**config.mk**
```make
export PLATFORM = sky130hd
export DESIGN_NAME = rpcs_regs
export DESIGN_NICKNAME = d
export VERILOG_FILES = /design/src/rpcs_state_code.v /design/src/rpcs_white_seed.v /design/src/rpcs_regs.v
export VERILOG_INCLUDE_DIRS = /design/src
export SDC_FILE = /design/constraint.sdc
export NUM_CORES = 1
export LEC_CHECK = 0
export ABC_AREA = 1
export CAP_MARGIN = 20
export CORE_ASPECT_RATIO = 0.9
export CORE_MARGIN = 1.5
export CORE_UTILIZATION = 40
export CTS_BUF_LIST = sky130_fd_sc_hd__clkbuf_8
export DETAILED_ROUTE_END_ITERATION = 12
export DONT_BUFFER_PORTS = 1
export PLACE_DENSITY = 0.56
export SYNTH_ARGS = -nofsm -noshare
export SYNTH_HDL_FRONTEND = slang
export SYNTH_SLANG_ARGS = --single-unit
```
**constraint.sdc**
```tcl
create_clock -name mclk -period 2.2 [get_ports mclk]
set_input_delay 0.66 -clock mclk [delete_from_list [all_inputs] [get_ports mclk]]
set_output_delay 0.66 -clock mclk [all_outputs]
set_load 0.02 [all_outputs]
```
**src/rpcs_defines.vh**
```
// Purpose: Offsets, field positions, resets and codes for the radio settings bank
// Assumes: Byte addresses on a 32-bit word bus
// Notes: Definitions only
`ifndef RPCS_DEFINES_VH
`define RPCS_DEFINES_VH
`define RPCS_AW 12
`define RPCS_OFF_RX_ADDRESS_ENABLE 12'h530
`define RPCS_OFF_CHECKSUM_CONFIG 12'h534
`define RPCS_OFF_CHECKSUM_POLYNOMIAL 12'h538
`define RPCS_OFF_CHECKSUM_SEED 12'h53c
`define RPCS_OFF_INTERFRAME_SPACING 12'h544
`define RPCS_OFF_SIGNAL_STRENGTH_SAMPLE 12'h548
`define RPCS_OFF_RADIO_STATE 12'h550
`define RPCS_OFF_WHITENING_SEED 12'h554
`define RPCS_OFF_BIT_COUNTER_COMPARE 12'h560
`define RPCS_OFF_TX_LOGICAL_SELECT 12'h52c
`define RPCS_OFF_PACKET_CONTROL 12'h570
`define RPCS_RST_ZERO 32'h00000000
`define RPCS_RST_WHITENING_SEED 7'h40
`define RPCS_WHITE_FIXED_BIT 6
`define RPCS_CKLEN_LSB 0
`define RPCS_CKCOV_LSB 8
`define RPCS_COV_INCLUDE 2'h0
`define RPCS_COV_SKIP 2'h1
`define RPCS_COV_IEEE 2'h2
`define RPCS_ST_DISABLED 4'h0
`define RPCS_ST_RX_RAMPUP 4'h1
`define RPCS_ST_RX_IDLE 4'h2
`define RPCS_ST_RX 4'h3
`define RPCS_ST_RX_DISABLING 4'h4
`define RPCS_ST_TX_RAMPUP 4'h9
`define RPCS_ST_TX_IDLE 4'ha
`define RPCS_ST_TX 4'hb
`define RPCS_ST_TX_DISABLING 4'hc
`endif

```
**src/rpcs_state_code.v**
```verilog
// Purpose: Maps radio state indication to the reported state code
// Assumes: Binary-coded phase and a TX side select from the radio sequencer
// Notes: Unknown combinations report disabled
`include "rpcs_defines.vh"
module rpcs_state_code (
    // Sequencer state
    input wire tx_side,
    input wire [2:0] phase,
    // Code
    output reg [3:0] code
);
    always @* begin
        code = `RPCS_ST_DISABLED;
        case (phase)
            3'h1: code = tx_side ? `RPCS_ST_TX_RAMPUP : `RPCS_ST_RX_RAMPUP;
            3'h2: code = tx_side ? `RPCS_ST_TX_IDLE : `RPCS_ST_RX_IDLE;
            3'h3: code = tx_side ? `RPCS_ST_TX : `RPCS_ST_RX;
            3'h4: code = tx_side ? `RPCS_ST_TX_DISABLING : `RPCS_ST_RX_DISABLING;
            default: code = `RPCS_ST_DISABLED;
        endcase
    end
endmodule

```
**src/rpcs_white_seed.v**
```verilog
// Purpose: Reverses the whitening seed into shift register load order
// Assumes: Seven-bit seed
// Notes: Position 6 is always one
`include "rpcs_defines.vh"
module rpcs_white_seed (
    // Stored seed
    input wire [6:0] seed,
    // Shift register load
    output wire [6:0] lfsr_load
);
    genvar i;
    generate
        for (i = 0; i < 7; i = i + 1) begin : g_rev
            assign lfsr_load[6 - i] = seed[i];
        end
    endgenerate
endmodule

```
**src/rpcs_regs.v**
```verilog
// Purpose: Register bank for packet radio checksum, whitening and state
// Assumes: Single clock, synchronous active-low reset, simple strobe bus
// Notes: Read data valid one cycle after the read strobe only
`include "rpcs_defines.vh"
module rpcs_regs #(
    parameter AW = `RPCS_AW
) (
    // Clock and reset
    input wire mclk,
    input wire rst_b,
    // Register bus
    input wire [AW-1:0] addr,
    input wire [31:0] wdata,
    input wire wr_en,
    input wire rd_en,
    output reg [31:0] rdata,
    // Radio core status
    input wire tx_side,
    input wire [2:0] phase,
    input wire [6:0] rssi_magnitude,
    input wire rssi_valid,
    // Radio core settings
    output wire [7:0] rx_address_enable,
    output wire [2:0] tx_logical_select,
    output wire checksum_enable,
    output wire [1:0] checksum_length,
    output wire [1:0] checksum_coverage,
    output wire skip_address,
    output wire skip_length,
    output wire [23:0] checksum_polynomial,
    output wire [23:0] checksum_seed,
    output wire [8:0] interframe_spacing,
    output wire whitening_enable,
    output wire [6:0] whitening_load,
    output wire [31:0] bit_counter_compare
);
    reg [7:0] rxen_q;
    reg [2:0] txsel_q;
    reg [1:0] cklen_q;
    reg [1:0] ckcov_q;
    reg [23:0] poly_q;
    reg [23:0] seed_q;
    reg [8:0] interframe_spacing_q;
    reg [6:0] rssi_q;
    reg [6:0] white_q;
    reg white_en_q;
    reg [31:0] bcc_q;
    reg [31:0] rdata_d;
    wire [3:0] state_code;

    rpcs_state_code u_state (
        .tx_side(tx_side),
        .phase(phase),
        .code(state_code)
    );

    rpcs_white_seed u_white (
        .seed(white_q),
        .lfsr_load(whitening_load)
    );

    // Register writes
    always @(posedge mclk) begin
        if (!rst_b) begin
            rxen_q <= 8'h00;
            txsel_q <= 3'h0;
            cklen_q <= 2'h0;
            ckcov_q <= 2'h0;
            poly_q <= 24'h000000;
            seed_q <= 24'h000000;
            interframe_spacing_q <= 9'h000;
            white_q <= `RPCS_RST_WHITENING_SEED;
            white_en_q <= 1'b0;
            bcc_q <= 32'h00000000;
        end else if (wr_en) begin
            if (addr == `RPCS_OFF_RX_ADDRESS_ENABLE) begin
                rxen_q <= wdata[7:0];
            end else if (addr == `RPCS_OFF_TX_LOGICAL_SELECT) begin
                txsel_q <= wdata[2:0];
            end else if (addr == `RPCS_OFF_CHECKSUM_CONFIG) begin
                cklen_q <= wdata[`RPCS_CKLEN_LSB+1:`RPCS_CKLEN_LSB];
                ckcov_q <= wdata[`RPCS_CKCOV_LSB+1:`RPCS_CKCOV_LSB];
            end else if (addr == `RPCS_OFF_CHECKSUM_POLYNOMIAL) begin
                poly_q <= wdata[23:0];
            end else if (addr == `RPCS_OFF_CHECKSUM_SEED) begin
                seed_q <= wdata[23:0];
            end else if (addr == `RPCS_OFF_INTERFRAME_SPACING) begin
                interframe_spacing_q <= wdata[8:0];
            end else if (addr == `RPCS_OFF_WHITENING_SEED) begin
                white_q <= wdata[6:0] | `RPCS_RST_WHITENING_SEED;
            end else if (addr == `RPCS_OFF_BIT_COUNTER_COMPARE) begin
                bcc_q <= wdata;
            end else if (addr == `RPCS_OFF_PACKET_CONTROL) begin
                white_en_q <= wdata[0];
            end
        end
    end

    // Signal strength capture from the radio core
    always @(posedge mclk) begin
        if (!rst_b) begin
            rssi_q <= 7'h00;
        end else if (rssi_valid) begin
            rssi_q <= rssi_magnitude;
        end
    end

    // Read mux; unmapped reads return zero
    always @* begin
        rdata_d = 32'h00000000;
        if (addr == `RPCS_OFF_RX_ADDRESS_ENABLE) begin
            rdata_d = {24'h000000, rxen_q};
        end else if (addr == `RPCS_OFF_TX_LOGICAL_SELECT) begin
            rdata_d = {29'h00000000, txsel_q};
        end else if (addr == `RPCS_OFF_CHECKSUM_CONFIG) begin
            rdata_d = {22'h000000, ckcov_q, 6'h00, cklen_q};
        end else if (addr == `RPCS_OFF_CHECKSUM_POLYNOMIAL) begin
            rdata_d = {8'h00, poly_q};
        end else if (addr == `RPCS_OFF_CHECKSUM_SEED) begin
            rdata_d = {8'h00, seed_q};
        end else if (addr == `RPCS_OFF_INTERFRAME_SPACING) begin
            rdata_d = {23'h000000, interframe_spacing_q};
        end else if (addr == `RPCS_OFF_SIGNAL_STRENGTH_SAMPLE) begin
            rdata_d = {25'h0000000, rssi_q};
        end else if (addr == `RPCS_OFF_RADIO_STATE) begin
            rdata_d = {28'h0000000, state_code};
        end else if (addr == `RPCS_OFF_WHITENING_SEED) begin
            rdata_d = {25'h0000000, white_q};
        end else if (addr == `RPCS_OFF_BIT_COUNTER_COMPARE) begin
            rdata_d = bcc_q;
        end else if (addr == `RPCS_OFF_PACKET_CONTROL) begin
            rdata_d = {31'h00000000, white_en_q};
        end
    end

    // Read data held only in the cycle after the strobe
    always @(posedge mclk) begin
        if (!rst_b) begin
            rdata <= 32'h00000000;
        end else if (rd_en) begin
            rdata <= rdata_d;
        end else begin
            rdata <= 32'h00000000;
        end
    end

    assign rx_address_enable = rxen_q;
    assign tx_logical_select = txsel_q;
    assign checksum_length = cklen_q;
    assign checksum_enable = (cklen_q != 2'h0);
    assign checksum_coverage = ckcov_q;
    assign skip_address = (ckcov_q == `RPCS_COV_SKIP) || (ckcov_q == `RPCS_COV_IEEE);
    assign skip_length = (ckcov_q == `RPCS_COV_IEEE);
    assign checksum_polynomial = poly_q;
    assign checksum_seed = seed_q;
    assign interframe_spacing = interframe_spacing_q;
    assign whitening_enable = white_en_q;
    assign bit_counter_compare = bcc_q;
endmodule

```
==> flow_metrics.tcl, run 1 <==
set metrics [dict create \
    status "finished, final reports clean" \
    core_region_area_sq_um 14800 \
    yosys-top-cells-area "dfxtp_1 49%, o21ai_0 12%, a21oi_1 8.8%, nand2_1 5.5%, inv_1 5.3%" \
    yosys_warnings 0 \
    required_ns 1.54 \
    die_h_um 120 \
    seq_area_frac_synth 0.495 \
    setup_viol 0 \
    final_core_util 0.471 \
    detail_route.drc_violations 0 \
    cp_slowest_stage_delay_ns 0.50 \
    fin_crit_sh 0.932 \
    instances_no_fill 1023 \
    place.gp.congestion 0.891 \
    ant_nets 0 \
    multi_input_area_sq_um 2500 \
    critPathMaxFanout 4 \
    drv_slew 0 \
    hold_buffers 0 \
    critical_path.cell_chain "ha_1 -> inv_1" \
    cts_setup_buffers 0 \
    initial_utilization 0.411 \
    seqCellArea_sq_um 3000 \
    numClockSinks 150 \
    mostFrequentLayoutCells "149 x dfxtp_1, 140 x o21ai_0, 107 x a21oi_1" \
    holdPathStages 2 \
    finalHoldViolations 0 \
    syn_inst 790 \
    wl_um 20100 \
    clk_latency_ns 0.46 \
    synth_largest_area_cell "dfxtp_1" \
    clk_pin_slew_worst_paths_ns 0.08 \
    ys_types 32 \
    cts_tree "yes" \
    reg2reg_depth 10 \
    cts_buffers 17 \
    num_rows 42 \
    ir_drop_mv 0.439 \
    dp_cells 991 \
    overflow 0 \
    cts_root_buf "clkbuf_8" \
    syn_to_final_growth_pct 14.5 \
    dpl.hpwl_um 14200 \
    r2r-start "bit_counter_compare[0]" \
    htreeDepth 4 \
    diodes 0 \
    max-cap-violations 0 \
    finalCriticalPeriod_ns 2.05 \
    layout_commonest_cell "dfxtp_1" \
    hp-class "in -> reg" \
    slowest_stage "dfxtp_1" \
    critPathLaunchType "register" \
    fin_worst_skew_ns 0.0107 \
    io_buffers 0 \
    cp.arrival_ns 1.39 \
    grt_pass1_wl_um 30400 \
    io-pin-count 207 \
    dr.pass1.iters 5 \
    synthDominantCellAreaShare 0.495 \
    grt_usage 0.249 \
    endpoint_kind "primary output" \
    ctsLongestPathBuffers 2 \
    leakage_uw 0.00283 \
    worst_pin_slew_ns 0.638 \
    fp.dieW_um 133 \
    grt_pass1_vias 5401 \
    drive_gt1_frac 0.124 \
    final_nets 874 \
    path_class "reg -> out" \
    worstReg2RegEnd "rdata[0]" \
    hp-start "rst_b" \
    max-slew-margin-rel 0.574 \
    antenna_found_initial 0 \
    ys_ff_latch 150 \
    avgSynthCellArea_sq_um 7.68 \
    rsz0062_at_grt "no" \
    dr.first_iter.drc_count 391 \
    grt_max_degree 107 \
    hold_end "rx_address_enable[1]" \
    fmax_mhz 488 \
    viasPerCell 5.48 \
    reg2reg_slack_ns 0.87 \
    syn_nets 851 \
    routed-via-count 5608 \
    die-area_sq_um 15900 \
    power_density_nw_per_um2 744 \
    routedWlPerCell_um 19.6 \
    fillers 1465 \
    syn_area_sq_um 6070 \
]
## worst max path at each step
| stage | startpoint | end | slack [ns] | cells past startpoint |
|---|---|---|---|---|
| after global routing | addr[7] | rdata[0] | 0.06 | 13 |
| after CTS | checksum_coverage[0] | skip_address | 0.04 | 3 |
| final | checksum_coverage[1] | skip_address | 0.15 | 2 |
| after floorplan | addr[0] | bit_counter_compare[26] | 0.15 | 14 |
| after detailed placement | addr[9] | checksum_polynomial[21] | -0.30 | 9 |
| after global placement | addr[9] | checksum_polynomial[12] | -0.18 | 9 |
## synthesized netlist by cell type (all sizes together)
master    n
dfxtp   150
o21ai   140
a21oi   107
inv      92
nand2    92
nor2     84
clkbuf   24
buf      23
nand3    16
a221oi   14
a211oi   12
nor3     12
o211ai    5
nand4     3
o21bai    3
o22ai     3
or2       3
a31oi     1
a41oi     1
and3      1
clkinv    1
conb      1
ha        1
o221ai    1
## metrics by stage
stage | worst slack (ns) | total power [uW] | hold slack, ns | setup TNS (ns) | instance area [sq um]
after floorplan | 0.154 | 2910 | 0.428 | 0 | 6070
after global placement | -0.176 | 2930 | 0.450 | -7.87 | 6510
after detailed placement | -0.297 | 2930 | 0.451 | -12.74 | 6510
after CTS | 0.0363 | 5210 | 0.315 | 0 | 6940
after global routing | 0.0648 | 5340 | 0.327 | 0 | 6950
final | 0.150 | 5170 | 0.350 | 0 | 6950
## state kept, by name, indices dropped and copies added, names as in the netlist
name	flops
bit_counter_compare	32
checksum_coverage	2
checksum_length	2
checksum_polynomial	24
checksum_seed	24
interframe_spacing	9
rdata	32
rssi_q	7
rx_address_enable	8
tx_logical_select	3
white_q	6
whitening_enable	1
## report_power, final
| group | internal [uW] | switching (uW) | total, uW |
|---|---|---|---|
| Combinational | 46.4 | 96.9 | 143 |
| Clock | 1270 | 1030 | 2300 |
| Sequential | 2720 | 4.74 | 2730 |
## worst max-delay path: cells and delay by family (launching register included)
| family | cells | cell delay [ns] |
|---|---|---|
| adder cells (fa/ha/maj) | 1 | 0.29 |
| flip-flops | 1 | 0.50 |
| buffers and inverters | 1 | 0.15 |
## repair_timing
action,4_1_cts,5_1_grt
setup endpoints to repair,0,12
hold endpoints to repair,0,0
gates resized for setup,0,3
## logic make-up after synthesis
family / Yosys count / share of synthesized area
AOI/OAI and AO/OA: 287 / 0.256
adders and majority gates: 1 / 0.00206
buffers and inverters: 140 / 0.0993
DFF: 150 / 0.495
other: 1 / 0.000618
and+or+nand+nor: 211 / 0.148
## per-layer routing
metal	global-route usage	vias up	wire (um)
met4	0.0790	0	253
met3	0.0967	16	2130
li1	-	2681	-
met2	0.379	258	9050
met5	0	-	0
met1	0.325	2653	8620
## final cells by class
| cell class | count | share of cell area |
|---|---|---|
| Timing Repair Buffer | 50 | 0.0617 |
| Clock buffer | 19 | 0.0376 |
| Multi-Input combinational cell | 501 | 0.359 |
| Clock inverter | 12 | 0.0234 |
| Sequential cell | 150 | 0.432 |
| Tap cell | 198 | 0.0356 |
| Inverter | 93 | 0.0502 |
Power figures use the tool's default switching activity.
==> run 2: changes to the inputs <==
RECOVER_POWER = 50   (was default)
==> run 2 against run 1 <==
Compared with the run above: non-clock buffer count did not move; maximum frequency about the same; cell area is 0.29% lower; largest power group unchanged.
==> flow_metrics.tcl, run 2 (synthesis gave the netlist of run 1 again) <==
set metrics [dict create \
    max-cap-violations 0 \
    power_density_nw_per_um2 745 \
    die-area_sq_um 15900 \
    endpoint_kind "primary output" \
    required_ns 1.54 \
    critPathMaxFanout 4 \
    cts_tree "yes" \
    die_h_um 120 \
    hp-class "in -> reg" \
    viasPerCell 5.48 \
    worst_pin_slew_ns 0.650 \
    fin_crit_sh 0.932 \
    cts_buffers 17 \
    mostFrequentLayoutCells "149 x dfxtp_1, 140 x o21ai_0, 107 x a21oi_1" \
    worst_slack_ns 0.149 \
    status "finished, final reports clean" \
    overflow 0 \
    design_area_sq_um 6930 \
    dp_slack_ns -0.297 \
    grt_max_degree 107 \
    initial_utilization 0.411 \
    dpl.hpwl_um 14200 \
    dr.first_iter.drc_count 409 \
    drv_slew 0 \
    finalCriticalPeriod_ns 2.05 \
    reg2reg_depth 6 \
    routed-via-count 5609 \
    syn_to_final_growth_pct 14.2 \
    holdPathStages 2 \
    instances_no_fill 1023 \
    ir_drop_mv 0.440 \
    hold_buffers 0 \
    critPathLaunchType "register" \
    final_nets 874 \
    met1_usage 0.325 \
    finalHoldViolations 0 \
    met3_usage 0.0967 \
    layout_commonest_cell "dfxtp_1" \
    rsz0062_at_grt "no" \
    place.gp.congestion 0.891 \
    wl_um 20000 \
    grt_usage 0.249 \
    antenna_found_initial 0 \
    cts_root_buf "clkbuf_8" \
    fmax_mhz 488 \
    detail_route.drc_violations 0 \
    numClockSinks 150 \
    dp_cells 991 \
    use_met2 0.379 \
    diodes 0 \
    io_buffers 0 \
    clk_pin_slew_worst_paths_ns 0.08 \
    ant_nets 0 \
    cts_setup_buffers 0 \
    io-pin-count 207 \
    max-slew-margin-rel 0.566 \
    fin_worst_skew_ns 0.0116 \
    setup_viol 0 \
    leakage_uw 0.00283 \
    post_cts_resize_count 0 \
    ctsLongestPathBuffers 2 \
    top_usage_layer "met2" \
    num_rows 42 \
    path_class "reg -> out" \
    placed_area_sq_um 6510 \
    dr.pass1.iters 5 \
    fp.dieW_um 133 \
    fillers 1472 \
    clk_latency_ns 0.46 \
    core_region_area_sq_um 14800 \
    routedWlPerCell_um 19.6 \
    cp.arrival_ns 1.39 \
    setup_tns_ns 0 \
    htreeDepth 4 \
    grt_pass1_vias 5401 \
    drive_gt1_frac 0.119 \
    grt_pass1_wl_um 30400 \
]
run 2: cell count changes in the layout (fill, tap and decap cells not counted), sizes merged:
cell / previous run / this run
buf: 50 / 46
clkbuf: 19 / 23
run 2: area by class of cell:
type / instances / area, sq um / area share
clock buffers: 19 / 262 / 0.0377
clock inverters: 12 / 163 / 0.0235
inverters: 93 / 349 / 0.0504
multi-input cells: 501 / 2490 / 0.359
flip-flops and latches: 150 / 3000 / 0.433
well taps: 198 / 248 / 0.0357
repair buffers: 50 / 419 / 0.0605
run 2: worst paths after layout:
kind / startpoint / to / slack [ns]
worst min register to register: rssi_q[5] / rssi_q[5] / 0.46
worst min-delay path: rst_b / rx_address_enable[1] / 0.34
worst max register to register: white_q[1] / rdata[1] / 0.86
worst max-delay path: checksum_coverage[1] / skip_address / 0.15
run 2: stage by stage:
step | utilization | total power [uW] | hold WS [ns]
5_1_grt | 0.469 | 5340 | 0.327
3_5_place_dp | 0.441 | 2930 | 0.451
4_1_cts | 0.470 | 5210 | 0.315
3_3_place_gp | 0.441 | 2930 | 0.450
2_1_floorplan | - | 2910 | 0.428
6_report | 0.469 | 5170 | 0.345
run 2: routing by layer:
metal  wire length, um  up-vias
met1              8580     2646
met3              2150       22
met2              8990      260
li1                  -     2681
met5                 0        -
met4               284        0
run 2: where the power goes:
group	leakage (uW)	switching (uW)	internal (uW)
Clock	0.000231	1020	1270
Sequential	0.00121	4.73	2720
Combinational	0.00139	96.4	46.2
Total	0.00283	1130	4040
run 2: worst max-delay path, stage by stage (launching register included):
cell	delay (ns)
dfxtp_1	0.50
ha_1	0.29
inv_1	0.15
==> run 3: changes to the inputs <==
CTS_BUF_LIST = default   (was sky130_fd_sc_hd__clkbuf_8)
==> run 3 against run 2 <==
Compared with the run above: critical endpoint unchanged; register-to-register slack worse by 0.02 ns; critical path depth up 1; via count increased by 0.32%; setup slack got worse by 0.043 ns; sequential power is essentially flat; clock power increased by 33%; largest cell class unchanged; clock-buffer cell count up 4; core utilization increased by 1.4 points.
==> flow_metrics.tcl, run 3 (synthesis gave the netlist of run 1 again) <==
set metrics [dict create \
    clk_latency_ns 0.42 \
    dr.pass1.iters 5 \
    place.gp.congestion 0.891 \
    reg2reg_slack_ns 0.84 \
    reg2reg_depth 6 \
    endpoint_kind "primary output" \
    initial_utilization 0.411 \
    grt_pass1_vias 5445 \
    overflow 0 \
    die-area_sq_um 15900 \
    num_rows 42 \
    hold_buffers 0 \
    leakage_uw 0.00291 \
    path_class "reg -> out" \
    clk_pin_slew_worst_paths_ns 0.06 \
    finalHoldViolations 0 \
    dr.first_iter.drc_count 425 \
    finalCriticalPeriod_ns 2.09 \
    wl_um 20100 \
    fin_crit_sh 0.952 \
    io-pin-count 207 \
    cts_buffers 17 \
    die_h_um 120 \
    mostFrequentLayoutCells "150 x dfxtp_1, 140 x o21ai_0, 107 x a21oi_1" \
    grt_pass1_wl_um 30600 \
    final_nets 874 \
    core_region_area_sq_um 14800 \
    critPathLaunchType "register" \
    rsz0062_at_grt "no" \
    hp-class "in -> reg" \
    ir_drop_mv 0.562 \
    max-cap-violations 0 \
    max-slew-margin-rel 0.562 \
    drive_gt1_frac 0.121 \
    routed-via-count 5627 \
    grt_max_degree 107 \
    required_ns 1.54 \
    power_density_nw_per_um2 832 \
    ant_nets 0 \
    dpl.hpwl_um 14200 \
    numClockSinks 150 \
    fillers 1444 \
    cp.arrival_ns 1.43 \
    layout_commonest_cell "dfxtp_1" \
    io_buffers 0 \
    cts_tree "yes" \
    hp-start "rst_b" \
    finalPower_uw 5940 \
    status "finished, final reports clean" \
    detail_route.drc_violations 0 \
    setup_viol 0 \
    diodes 0 \
    holdPathStages 2 \
    fmax_mhz 478 \
    viasPerCell 5.50 \
    worst_pin_slew_ns 0.656 \
    critPathMaxFanout 3 \
    drv_slew 0 \
    antenna_found_initial 0 \
    worstReg2RegEnd "rdata[1]" \
    syn_to_final_growth_pct 17.6 \
    ctsLongestPathBuffers 2 \
    routedWlPerCell_um 19.6 \
    grt_usage 0.250 \
    hold_end "rx_address_enable[2]" \
    htreeDepth 4 \
    r2r-start "white_q[1]" \
    cts_root_buf "clkbuf_16" \
    fp.dieW_um 133 \
    fin_worst_skew_ns 0.00920 \
    final_core_util 0.484 \
]
==> run 3: how the worst max path moves through the flow <==
stage / from / end / slack (ns) / depth (start not counted)
finish: checksum_coverage[0] / skip_address / 0.11 / 3
floorplan: addr[0] / bit_counter_compare[26] / 0.15 / 14
global placement: addr[9] / checksum_polynomial[12] / -0.18 / 9
global route: addr[7] / rdata[0] / 0.008 / 13
detailed placement: addr[9] / checksum_polynomial[21] / -0.30 / 9
CTS: checksum_coverage[0] / skip_address / 0.08 / 3
==> run 3: timing repair <==
item	CTS	global route
hold endpoints to repair	0	0
buffers inserted	0	0
resized for setup	0	2
endpoints found under the setup margin	0	24
==> run 3: worst max-delay path, cell delays in order (launching register included) <==
cell and delay, ns:
dfxtp_1 0.47, inv_1 0.10, ha_1 0.29, inv_1 0.15
==> run 3: report_power, final <==
part / internal, uW / switching, uW
clock: 1950 / 1110
sequential: 2730 / 4.77
combinational: 46.3 / 96.8
==> run 3: layout make-up <==
class | instances | area [sq um] | share of cell area
Clock buffer | 23 | 468 | 0.0655
Clock inverter | 8 | 148 | 0.0207
Inverter | 93 | 349 | 0.0489
Multi-Input combinational cell | 501 | 2500 | 0.350
Sequential cell | 150 | 3000 | 0.421
Tap cell | 198 | 248 | 0.0347
Timing Repair Buffer | 50 | 429 | 0.0601
==> run 3: per-layer routing <==
layer | vias to the layer above | share of wire | wire, um | global-route usage
met3 | 26 | 0.11 | 2250 | 0.101
li1 | 2687 | - | - | -
met5 | - | 0 | 0 | 0
met2 | 292 | 0.44 | 8910 | 0.385
met4 | 0 | 0.015 | 308 | 0.0659
met1 | 2622 | 0.43 | 8600 | 0.326
==> run 3: per-stage QoR <==
| step | setup slack [ns] | cells | hold WS, ns | setup TNS [ns] | instance area [sq um] |
|---|---|---|---|---|---|
| final | 0.106 | 1023 | 0.384 | 0 | 7140 |
| after global routing | 0.00761 | 1023 | 0.376 | 0 | 7140 |
| after CTS | 0.0824 | 1022 | 0.361 | 0 | 7130 |
| after detailed placement | -0.297 | 991 | 0.451 | -12.74 | 6510 |
| after global placement | -0.176 | 991 | 0.450 | -7.87 | 6510 |
| after floorplan | 0.154 | 790 | 0.428 | 0 | 6070 |
